## src/logic/gpp_pkg.sv

```systemverilog
package gpp_pkg;

   // Register byte offsets
   localparam logic [7:0] GPP_DIR_OFF    = 8'h00;
   localparam logic [7:0] GPP_DATA_OFF   = 8'h04;
   localparam logic [7:0] GPP_IRQ_A_OFF  = 8'h08;
   localparam logic [7:0] GPP_IRQ_B_OFF  = 8'h0c;
   localparam logic [7:0] GPP_STAT_OFF   = 8'h10;

   // Direction register fields
   localparam int GPP_LOWDIR_BIT = 16;
   localparam int GPP_MEDDIR_BIT = 17;
   localparam logic [31:0] GPP_DIR_MASK = 32'h0003ffff;

   // Data register byte fields for the upper half
   localparam int GPP_LOWDAT_LSB = 16;
   localparam int GPP_MEDDAT_LSB = 24;

   // Interrupt config byte fields (four per register)
   localparam int GPP_IRQ_SEL_MSB = 4;
   localparam int GPP_IRQ_POL_BIT = 6;
   localparam int GPP_IRQ_EN_BIT  = 7;

   // Lower pin assignments of alternate functions
   localparam int GPP_S1_TX  = 15;
   localparam int GPP_S1_RX  = 14;
   localparam int GPP_S1_RTS = 13;
   localparam int GPP_S1_CTS = 12;
   localparam int GPP_S2_TX  = 11;
   localparam int GPP_S2_RX  = 10;
   localparam int GPP_S2_RTS = 9;
   localparam int GPP_S2_CTS = 8;
   localparam int GPP_TICK   = 3;

   // Reset values
   localparam logic [31:0] GPP_DIR_RST  = 32'h00000000;
   localparam logic [31:0] GPP_DATA_RST = 32'h00000000;
   localparam logic [31:0] GPP_IRQ_RST  = 32'h00000000;

   // Edges after reset release before the straps are caught
   localparam logic [2:0] GPP_STRAP_SETTLE = 3'h5;

endpackage : gpp_pkg

```

## src/logic/gpp_port.sv

```systemverilog
// The register addresses and the APB register port are this design's own decisions.
`timescale 1ns/10ps
module gpp_port
   import gpp_pkg::*;
(
   input  wire logic        pclk,
   input  wire logic        presetn,
   input  wire logic        psel,
   input  wire logic        penable,
   input  wire logic        pwrite,
   input  wire logic [7:0]  paddr,
   input  wire logic [31:0] pwdata,
   output logic      [31:0] prdata,
   output logic             pready,
   output logic             pslverr,
   input  wire logic [15:0] gpio_in,
   output logic      [15:0] gpio_out,
   output logic      [15:0] gpio_oe,
   input  wire logic [15:0] mem_d_in,
   output logic      [15:0] mem_d_out,
   output logic      [15:0] mem_d_oe,
   input  wire logic        rom_bus8,
   input  wire logic        sram_bus8,
   input  wire logic        io_bus8,
   input  wire logic        sdram_en,
   input  wire logic        serial1_tx_en,
   input  wire logic        serial1_rx_en,
   input  wire logic        serial1_flow_en,
   input  wire logic        serial1_ext_clk,
   input  wire logic        serial2_tx_en,
   input  wire logic        serial2_rx_en,
   input  wire logic        serial2_flow_en,
   input  wire logic        serial2_ext_clk,
   input  wire logic        serial1_tx,
   input  wire logic        serial1_req_send,
   input  wire logic        serial2_tx,
   input  wire logic        serial2_req_send,
   output logic             serial1_rx,
   output logic             serial1_clr_send,
   output logic             serial2_rx,
   output logic             serial2_clr_send,
   output logic             alt_serial_tick,
   output logic             serial1_ext_tick,
   output logic             serial2_ext_tick,
   output logic             boot_ecc_en,
   output logic      [1:0]  boot_width,
   output logic      [7:0]  ext_irq,
   output logic      [7:0]  ru_pin_level
);

   // Change accepted once stages two and three agree
   function automatic logic [15:0] agree(input logic [15:0] s2,
                                         input logic [15:0] s3,
                                         input logic [15:0] cur);
      agree = (s2 & s3) | (cur & (s2 | s3));
   endfunction : agree

   // One interrupt line from a config byte and the 32 port levels
   function automatic logic irq_line(input logic [7:0]  cfg,
                                     input logic [31:0] lvl);
      logic [4:0] sel;
      sel      = cfg[GPP_IRQ_SEL_MSB:0];
      irq_line = cfg[GPP_IRQ_EN_BIT] & (lvl[sel] ^ cfg[GPP_IRQ_POL_BIT]);
   endfunction : irq_line

   logic [31:0] port_direction_q;
   logic [31:0] port_data_q;
   logic [31:0] pin_irq_cfg_a_q;
   logic [31:0] pin_irq_cfg_b_q;
   logic [15:0] gp_s1_q;
   logic [15:0] gp_s2_q;
   logic [15:0] gp_s3_q;
   logic [15:0] gp_filt_q;
   logic [15:0] md_s1_q;
   logic [15:0] md_s2_q;
   logic [15:0] md_s3_q;
   logic [15:0] md_filt_q;
   logic [2:0]  strap_cnt_q;
   logic        strap_done_q;
   logic        boot_ecc_q;
   logic [1:0]  boot_width_q;
   logic        tick_prev_q;
   logic        tick_q;
   logic [31:0] prdata_q;
   logic [15:0] gpio_out_q;
   logic [15:0] gpio_oe_q;
   logic [15:0] mem_d_out_q;
   logic [15:0] mem_d_oe_q;
   logic        s1_rx_q;
   logic        s1_cts_q;
   logic        s2_rx_q;
   logic        s2_cts_q;
   logic [7:0]  ext_irq_q;
   logic [7:0]  ru_pin_q;
   logic        upper_ok;
   logic        wr_en;
   logic        rd_setup;
   logic        addr_hit;
   logic [15:0] low_dir;
   logic [15:0] up_dir;
   logic [31:0] port_lvl;
   logic [31:0] rd_mux;
   logic [15:0] pin_drv;
   logic [15:0] pin_en;

   // APB decode, zero wait states
   assign wr_en    = psel & penable & pwrite;
   assign rd_setup = psel & ~penable & ~pwrite;
   always_comb begin
      if (paddr == GPP_DIR_OFF) begin
         addr_hit = 1'b1;
      end else if (paddr == GPP_DATA_OFF) begin
         addr_hit = 1'b1;
      end else if (paddr == GPP_IRQ_A_OFF) begin
         addr_hit = 1'b1;
      end else if (paddr == GPP_IRQ_B_OFF) begin
         addr_hit = 1'b1;
      end else if (paddr == GPP_STAT_OFF) begin
         addr_hit = 1'b1;
      end else begin
         addr_hit = 1'b0;
      end
   end
   assign pready  = 1'b1;
   assign pslverr = psel & penable & ~addr_hit;

   assign upper_ok = rom_bus8 & sram_bus8 & io_bus8 & ~sdram_en;

   // Per-bit direction of the lower 16 pins, per-byte direction of the upper 16 pins
   assign low_dir  = port_direction_q[15:0];
   assign up_dir   = {{8{port_direction_q[GPP_MEDDIR_BIT]}},
                      {8{port_direction_q[GPP_LOWDIR_BIT]}}};
   assign port_lvl = {md_filt_q, gp_filt_q};

   // Three-stage synchronisers on all port pins
   always_ff @(posedge pclk or negedge presetn) begin
      if (!presetn) begin
         gp_s1_q   <= 16'h0000;
         gp_s2_q   <= 16'h0000;
         gp_s3_q   <= 16'h0000;
         gp_filt_q <= 16'h0000;
         md_s1_q   <= 16'h0000;
         md_s2_q   <= 16'h0000;
         md_s3_q   <= 16'h0000;
         md_filt_q <= 16'h0000;
      end else begin
         gp_s1_q   <= gpio_in;
         gp_s2_q   <= gp_s1_q;
         gp_s3_q   <= gp_s2_q;
         gp_filt_q <= agree(gp_s2_q, gp_s3_q, gp_filt_q);
         md_s1_q   <= mem_d_in;
         md_s2_q   <= md_s1_q;
         md_s3_q   <= md_s2_q;
         md_filt_q <= agree(md_s2_q, md_s3_q, md_filt_q);
      end
   end

   // Direction register
   always_ff @(posedge pclk or negedge presetn) begin
      if (!presetn) begin
         port_direction_q <= GPP_DIR_RST;
      end else if (wr_en && paddr == GPP_DIR_OFF) begin
         port_direction_q <= pwdata & GPP_DIR_MASK;
      end
   end

   // Data register: inputs track pins, outputs hold written value; the upper half holds unless upper_ok
   always_ff @(posedge pclk or negedge presetn) begin
      if (!presetn) begin
         port_data_q <= GPP_DATA_RST;
      end else begin
         for (int i = 0; i < 16; i++) begin
            if (!low_dir[i]) begin
               port_data_q[i] <= gp_filt_q[i];
            end else if (wr_en && paddr == GPP_DATA_OFF) begin
               port_data_q[i] <= pwdata[i];
            end
         end
         for (int i = 0; i < 16; i++) begin
            if (!upper_ok) begin
               port_data_q[GPP_LOWDAT_LSB+i] <= port_data_q[GPP_LOWDAT_LSB+i];
            end else if (!up_dir[i]) begin
               port_data_q[GPP_LOWDAT_LSB+i] <= md_filt_q[i];
            end else if (wr_en && paddr == GPP_DATA_OFF) begin
               port_data_q[GPP_LOWDAT_LSB+i] <= pwdata[GPP_LOWDAT_LSB+i];
            end
         end
      end
   end

   // Interrupt pin selection registers
   always_ff @(posedge pclk or negedge presetn) begin
      if (!presetn) begin
         pin_irq_cfg_a_q <= GPP_IRQ_RST;
         pin_irq_cfg_b_q <= GPP_IRQ_RST;
      end else if (wr_en && paddr == GPP_IRQ_A_OFF) begin
         pin_irq_cfg_a_q <= pwdata;
      end else if (wr_en && paddr == GPP_IRQ_B_OFF) begin
         pin_irq_cfg_b_q <= pwdata;
      end
   end

   // External interrupt lines from any port pin
   always_ff @(posedge pclk or negedge presetn) begin
      if (!presetn) begin
         ext_irq_q <= 8'h00;
      end else begin
         for (int k = 0; k < 4; k++) begin
            ext_irq_q[k]   <= irq_line(pin_irq_cfg_a_q[8*k +: 8], port_lvl);
            ext_irq_q[k+4] <= irq_line(pin_irq_cfg_b_q[8*k +: 8], port_lvl);
         end
      end
   end

   // Boot straps caught once the synchroniser has settled
   always_ff @(posedge pclk or negedge presetn) begin
      if (!presetn) begin
         strap_cnt_q  <= 3'h0;
         strap_done_q <= 1'b0;
         boot_ecc_q   <= 1'b0;
         boot_width_q <= 2'h0;
      end else if (!strap_done_q) begin
         if (strap_cnt_q == GPP_STRAP_SETTLE) begin
            strap_done_q <= 1'b1;
            boot_ecc_q   <= gp_filt_q[2];
            boot_width_q <= gp_filt_q[1:0];
         end else begin
            strap_cnt_q <= strap_cnt_q + 3'h1;
         end
      end
   end

   // Alternate serial tick: one pulse per rising edge on pin 3 while it is an input
   always_ff @(posedge pclk or negedge presetn) begin
      if (!presetn) begin
         tick_prev_q <= 1'b0;
         tick_q      <= 1'b0;
      end else begin
         tick_prev_q <= gp_filt_q[GPP_TICK];
         tick_q      <= ~low_dir[GPP_TICK] & gp_filt_q[GPP_TICK] & ~tick_prev_q;
      end
   end
   assign alt_serial_tick  = tick_q;
   assign serial1_ext_tick = tick_q & serial1_ext_clk;
   assign serial2_ext_tick = tick_q & serial2_ext_clk;

   // Lower pin drive with serial output overrides
   always_comb begin
      pin_drv = port_data_q[15:0];
      pin_en  = low_dir;
      if (low_dir[GPP_S1_TX] && serial1_tx_en) begin
         pin_drv[GPP_S1_TX] = serial1_tx;
      end
      if (low_dir[GPP_S1_RTS] && serial1_rx_en && serial1_flow_en) begin
         pin_drv[GPP_S1_RTS] = serial1_req_send;
      end
      if (low_dir[GPP_S2_TX] && serial2_tx_en) begin
         pin_drv[GPP_S2_TX] = serial2_tx;
      end
      if (low_dir[GPP_S2_RTS] && serial2_rx_en && serial2_flow_en) begin
         pin_drv[GPP_S2_RTS] = serial2_req_send;
      end
   end

   // Registered pin outputs
   always_ff @(posedge pclk or negedge presetn) begin
      if (!presetn) begin
         gpio_out_q  <= 16'h0000;
         gpio_oe_q   <= 16'h0000;
         mem_d_out_q <= 16'h0000;
         mem_d_oe_q  <= 16'h0000;
      end else begin
         gpio_out_q  <= pin_drv;
         gpio_oe_q   <= pin_en;
         mem_d_out_q <= port_data_q[31:16];
         mem_d_oe_q  <= up_dir & {16{upper_ok}};
      end
   end

   // Serial inputs, idle level when the function is off
   always_ff @(posedge pclk or negedge presetn) begin
      if (!presetn) begin
         s1_rx_q  <= 1'b1;
         s1_cts_q <= 1'b0;
         s2_rx_q  <= 1'b1;
         s2_cts_q <= 1'b0;
      end else begin
         s1_rx_q  <= (~low_dir[GPP_S1_RX] & serial1_rx_en) ? gp_filt_q[GPP_S1_RX] : 1'b1;
         s1_cts_q <= ~low_dir[GPP_S1_CTS] & serial1_tx_en & serial1_flow_en
                     & gp_filt_q[GPP_S1_CTS];
         s2_rx_q  <= (~low_dir[GPP_S2_RX] & serial2_rx_en) ? gp_filt_q[GPP_S2_RX] : 1'b1;
         s2_cts_q <= ~low_dir[GPP_S2_CTS] & serial2_tx_en & serial2_flow_en
                     & gp_filt_q[GPP_S2_CTS];
      end
   end

   // Level of shared pins 0..7 handed to the reconfigurable unit
   always_ff @(posedge pclk or negedge presetn) begin
      if (!presetn) begin
         ru_pin_q <= 8'h00;
      end else begin
         ru_pin_q <= gp_filt_q[7:0];
      end
   end

   // Read data captured in the setup phase
   always_comb begin
      if (paddr == GPP_DIR_OFF) begin
         rd_mux = port_direction_q;
      end else if (paddr == GPP_DATA_OFF) begin
         rd_mux = port_data_q;
      end else if (paddr == GPP_IRQ_A_OFF) begin
         rd_mux = pin_irq_cfg_a_q;
      end else if (paddr == GPP_IRQ_B_OFF) begin
         rd_mux = pin_irq_cfg_b_q;
      end else if (paddr == GPP_STAT_OFF) begin
         rd_mux = {16'h0000,
                   serial2_ext_clk, serial2_flow_en, serial2_rx_en, serial2_tx_en,
                   serial1_ext_clk, serial1_flow_en, serial1_rx_en, serial1_tx_en,
                   strap_done_q, boot_ecc_q, boot_width_q,
                   sdram_en, upper_ok, 2'h0};
      end else begin
         rd_mux = 32'h00000000;
      end
   end

   always_ff @(posedge pclk or negedge presetn) begin
      if (!presetn) begin
         prdata_q <= 32'h00000000;
      end else if (rd_setup) begin
         prdata_q <= rd_mux;
      end
   end

   assign prdata           = prdata_q;
   assign gpio_out         = gpio_out_q;
   assign gpio_oe          = gpio_oe_q;
   assign mem_d_out        = mem_d_out_q;
   assign mem_d_oe         = mem_d_oe_q;
   assign serial1_rx       = s1_rx_q;
   assign serial1_clr_send = s1_cts_q;
   assign serial2_rx       = s2_rx_q;
   assign serial2_clr_send = s2_cts_q;
   assign boot_ecc_en      = boot_ecc_q;
   assign boot_width       = boot_width_q;
   assign ext_irq          = ext_irq_q;
   assign ru_pin_level     = ru_pin_q;

endmodule : gpp_port

```

## config.mk

```make
export PLATFORM = sky130hd
export DESIGN_NAME = gpp_port
export DESIGN_NICKNAME = d
export VERILOG_FILES = /design/src/logic/gpp_pkg.sv /design/src/logic/gpp_port.sv
export SDC_FILE = /design/constraint.sdc
export NUM_CORES = 1
export LEC_CHECK = 0
export BUFFER_PORTS_ARGS = -buffer_cell sky130_fd_sc_hd__buf_2
export CAP_MARGIN = 20
export CELL_PAD_IN_SITES_DETAIL_PLACEMENT = 0
export CELL_PAD_IN_SITES_GLOBAL_PLACEMENT = 1
export CORE_ASPECT_RATIO = 1.2
export CORE_UTILIZATION = 36
export DETAILED_ROUTE_END_ITERATION = 8
export PLACE_DENSITY_LB_ADDON = 0.1
export SLEW_MARGIN = 10
export SYNTH_ARGS = -nofsm -noshare
export SYNTH_HDL_FRONTEND = slang
export SYNTH_SLANG_ARGS = --single-unit
```

## constraint.sdc

```tcl
create_clock -name pclk -period 2.83 [get_ports pclk]
set_clock_uncertainty 0.2 [all_clocks]
set_input_delay 0.4245 -clock pclk [delete_from_list [all_inputs] [get_ports pclk]]
set_output_delay 0.4245 -clock pclk [all_outputs]
set_load 0.005 [all_outputs]
```

# Yosys cells after proc, flatten, opt, wreduce, memory -nomap -nowiden

Cells that the tools add are included.

Flip-flop bits (word level): 367
Bits of input ports: 93
Output and inout port bits: 124
Logic and storage cells: 250

Add/sub/neg operators: 1
$lt $le $gt $ge: 8
Equal/unequal tests: 23
Mux-type cells: 98
Bitwise operators: 58
Reduce and logical (&&, ||, !) cells: 16

Operators with widths:

| operator            | number |
|---|---|
| $mux 32             | 4 |
| $mux 1              | 85 |
| $and 16x16->16      | 5 |
| $or 16x16->16       | 4 |
| $lt 5x6->1 const B  | 8 |
| $bmux 1 s5          | 8 |
| $ne 2x1->1 const B  | 18 |
| $and 1x1->1         | 28 |
| $eq 8x4->1 const B  | 2 |
| $mux 16             | 1 |
| $not 1->1           | 13 |
| $logic_and 1x1->1   | 10 |
| $reduce_and 2->1    | 5 |
| $eq 8x3->1 const B  | 1 |
| $eq 8x5->1 const B  | 1 |
| $logic_not 8->1     | 1 |
| $xor 1x1->1         | 8 |
| $add 3x1->3 const B | 1 |
| $eq 3x3->1 const B  | 1 |

# Logic depth before layout (Yosys ltp)

Depth in word-level cells: 8
Mapped depth: 8
Mapped depth without buffers: 6

# Worst setup path after synthesis

No wires, ideal clock.

Path type: input-to-reg
Start point: in paddr[5]
End point: reg port_direction_q[10]
Library setup time: 0.125 ns
Data arrival time: 2.195 ns
Required time: 2.505 ns
Slack: 0.310 ns
Stages: 7
Buffers on the path: 2
Path through: or4_4 -> nand2b_1 -> nor2_1 -> and2_1 -> buf_4 -> buf_4 -> mux2_2

Word-level cells in the longest chain between the ends: 2

Ends and longest elaborated chain:

| item                 | line            | RTL |
|---|---|---|
| from (decl)          | gpp_port.sv:11  | `input wire logic [7:0] paddr,` |
| $logic_not 8->1      | gpp_port.sv:162 | `end else if (wr_en && paddr == GPP_DIR_OFF) begin` |
| $logic_and 1x1->1    | gpp_port.sv:162 |  |
| to (signal assigned) | gpp_port.sv:163 | `port_direction_q <= pwdata & GPP_DIR_MASK;` |
| to (decl)            | gpp_port.sv:66  | `logic [31:0] port_direction_q;` |

Every way passes these cells.
A chain may end at the register's enable or synchronous reset.

# Worst setup path after layout

Start point: in paddr[1]
End point: out pslverr

Word-level cells in the longest chain between the ends: 8
Elaborated cells on any way between the ends: 12
Classes of those cells: eq/ne (4); mux (5); bitwise (2); reduce/logical (1)

Ends and longest elaborated chain:

| item          | line            | RTL |
|---|---|---|
| $eq 8x5->1    | gpp_port.sv:118 | `end else if (paddr == GPP_STAT_OFF) begin` |
| $mux 1        | gpp_port.sv:118 |  |
| $mux 1        | gpp_port.sv:116 | `end else if (paddr == GPP_IRQ_B_OFF) begin` |
| $mux 1        | gpp_port.sv:114 | `end else if (paddr == GPP_IRQ_A_OFF) begin` |
| $mux 1        | gpp_port.sv:112 | `end else if (paddr == GPP_DATA_OFF) begin` |
| $mux 1 *      | gpp_port.sv:110 | `if (paddr == GPP_DIR_OFF) begin` |
| $not 1->1 *   | gpp_port.sv:125 | `assign pslverr = psel & penable & ~addr_hit;` |
| $and 1x1->1 * | gpp_port.sv:125 |  |
| to (decl)     | gpp_port.sv:15  | `output logic pslverr,` |

Mark *: on every way between the ends. The rest lies on a longest branch, timed or not.

==> results.yml <==
outcome:
  status: "finished, violations left"
  violations: "DRC"
finish:
  antennaDiodeCount: 0
  final_util: 0.4561
  num-nets-final: 1642
  drive_gt1_frac: 0.2662
  final_area_um2: 19000
  layout_commonest_cell: "dfrtp_1"
  final_cell_mix: "dfrtp_1 (350), buf_2 (214), mux2i_1 (164)"
  stdcell_count: 2120
  syn_to_final_growth_pct: 24.99
place:
  routabilityCongestion: 0.8081
  dp_cells: 1985
  pre_cts_ws_ns: 0.2149
  portBuffers: 215
  postPlaceCellArea_um2: 16890
  dp_hpwl_um: 30030
timing:
  setup_violations: 0
  tightest_slew_ns: 0.8245
  slew_headroom: 0.4503
  rsz0062_at_grt: "no"
  setup_tns_ns: 0
  hold_viol: 0
  finalMaxSlewViolations: 0
  fin_ws_ns: 0.4065
  fin_crit_ns: 2.424
  clock.fmax_ghz: 0.4126
  finalCritPeriodShare: 0.8564
pwr:
  p_leak_nw: 8.455
  power.switching_mw: 2.876
  clockPowerShare: 0.452
  p_seq_frac: 0.471
  switching_share: 0.2350
  p_int_mw: 9.360
  vdd_drop_max_mv: 0.5047
  combinationalPowerShare: 0.077
  p_per_area_nw_per_um2: 644.0
floorplanning:
  io_pins: 217
  die-area_um2: 43050
  fp.dieH_um: 227.1
  num_rows: 82
  initial_utilization: 0.3649
  die_w_um: 189.6
  fp.coreArea_um2: 41660
yosys:
  synthesis.instances: 1286
  synthArstFlopShare: 1.000
  syn_nets: 1381
  synth-main-ff-cell: "dfrtp_1"
  netlist_area_um2: 15200
  synth-edff-count: 0
  synth_seq_cells: 352
  ys_seq_area_frac: 0.5796
  ys_types: 48
  synth.avg_cell_area_um2: 11.82
  synth_warnings: 0
setup_path:
  start_kind: "primary input"
  critPathKind: "primary input to output pin"
  cp_max_fo: 15
  reg2reg_depth: 8
  worstPathRequired_ns: 2.21
  cp_data_arrival_time_ns: 1.80
  worst_setup_path_end_kind: "output pin"
routing:
  routed_wl_um: 44870
  wl_met3_um: 2088
  post_drt_wl_per_cell_um: 21.16
  via_count: 10920
  wl_met2_um: 21400
  vias_per_cell: 5.150
  highest_layer: "met4"
  firstDrtPassIters: 7
  met1_length_um: 20060
  drc: 1
  first_iter_violations: 623
  final_antenna_net_count: 0
run:
  drv_cap: 0
hold_path:
  hp-class: "primary input to flip-flop"
  whs_path_depth: 2
clock_network:
  insertion_delay_ns: 0.54
  cts.clk_slew.worst_paths_ns: 0.06
  cts.sinks: 352
  postCtsSetupRepairBufs: 0
  numCtsBuffers: 38
  cts_tree: "done"
  root_buffer: "clkbuf_16"
  clockBufferDepth: 3
  cts_max_level: 2
global_route:
  grtUsageTotal: 0.2102
  antenna_found_initial: 1
  grt_pass1_wl_um: 67760
  grt_remaining_overflow: 0
  grt_max_degree: 73
  grt_pass1_vias: 10840
final timing paths:
check | end | slack [ns] | start
setup / recovery | pslverr | 0.41 | paddr[1]
hold / removal | port_direction_q[8] | 0.02 | pwdata[8]
setup reg to reg | ext_irq[3] | 0.47 | pin_irq_cfg_a_q[25]
hold reg to reg | md_s2_q[3] | 0.14 | md_s1_q[3]
max in group asynchronous | prdata[24] | 1.34 | presetn
min in group asynchronous | gpio_out[4] | 0.27 | presetn
flip-flops by register name, indices dropped and copies added, names as in the netlist, 18 cells and up:
name	count
prdata	32
port_direction_q	18
pin_irq_cfg_a_q	32
pin_irq_cfg_b_q	32
port_data_q	32
synthesized netlist by cell type (6+ instances only):
| cell | number | area [um^2] |
|---|---|---|
| dfrtp_1 | 350 | 8758 |
| mux2i_1 | 164 | 1642 |
| a21oi_1 | 109 | 545.5 |
| nand2_1 | 97 | 364.1 |
| nor2_1 | 92 | 345.3 |
| mux2_2 | 89 | 1002 |
| clkbuf_1 | 63 | 236.5 |
| a22oi_1 | 35 | 262.8 |
| maj3_1 | 32 | 320.3 |
| nor3_1 | 22 | 110.1 |
| nand3_1 | 20 | 100.1 |
| nand2b_1 | 19 | 118.9 |
| buf_4 | 18 | 135.1 |
| o21ai_0 | 18 | 90.09 |
| nor2b_1 | 17 | 106.4 |
| buf_2 | 14 | 70.07 |
| o41ai_1 | 14 | 122.6 |
| and2_1 | 12 | 75.07 |
| buf_1 | 10 | 37.54 |
| a211oi_1 | 9 | 67.56 |
| a2bb2oi_1 | 9 | 78.83 |
| nand4b_1 | 9 | 78.83 |
| a31oi_1 | 7 | 43.79 |
| nand4_1 | 6 | 37.54 |
power groups by stage:
stage	logic [mW]	registers, mW	clock network, mW
3_3_place_gp	0.878	5.86	0
5_1_grt	1.06	5.80	5.88
6_report	0.947	5.76	5.53
3_5_place_dp	0.891	5.86	0
2_1_floorplan	0.537	5.57	0
4_1_cts	0.967	5.77	5.67
worst max-delay path, cell delays in order:
cell and delay, ns:
buf_2 0.15, nor3_2 0.37, nand3b_1 0.15, nor4_2 0.29
buf_12 0.21, nor3_1 0.06, buf_2 0.12
cell type report:
type                    instances  area, um^2
fillers                      3940       22660
flip-flops and latches        352        8811
multi-input cells             826        5898
repair buffers                327        2172
clock buffers                  57        1196
well taps                     546       683.2
clock inverters                10       231.5
inverters                       2       7.507
cell families (layout without fill, tap and decap cells):
logic type / Yosys count / after routing / share of synthesized area
xor+xnor: 2 / 2 / 0.001153
other cells: 1 / 1 / 0.0002467
buf+inv: 108 / 396 / 0.03276
fa+ha+maj: 34 / 34 / 0.02272
flops: 352 / 352 / 0.5796
mux: 253 / 253 / 0.1739
simple gates: 316 / 316 / 0.09951
compound gates: 220 / 220 / 0.09005
layer usage:
metal	track usage	up-vias
li1	-	5089
met2	0.3494	314
met4	0.07362	0
met3	0.03160	86
met1	0.2796	5428
met5	0	-
through the flow:
step / hold WS, ns / total power [mW]
2_1_floorplan: -0.07109 / 6.110
6_report: 0.02279 / 12.24
3_5_place_dp: 0.1347 / 6.751
5_1_grt: 0.02188 / 12.75
3_3_place_gp: 0.1314 / 6.737
4_1_cts: 0.008439 / 12.41
what timing repair did:
item	CTS	global route
hold endpoints to repair	175	0
gates resized for setup	0	0
endpoints found under the setup margin	0	0
hold buffers	68	0
(Power assumes the default switching activity.)
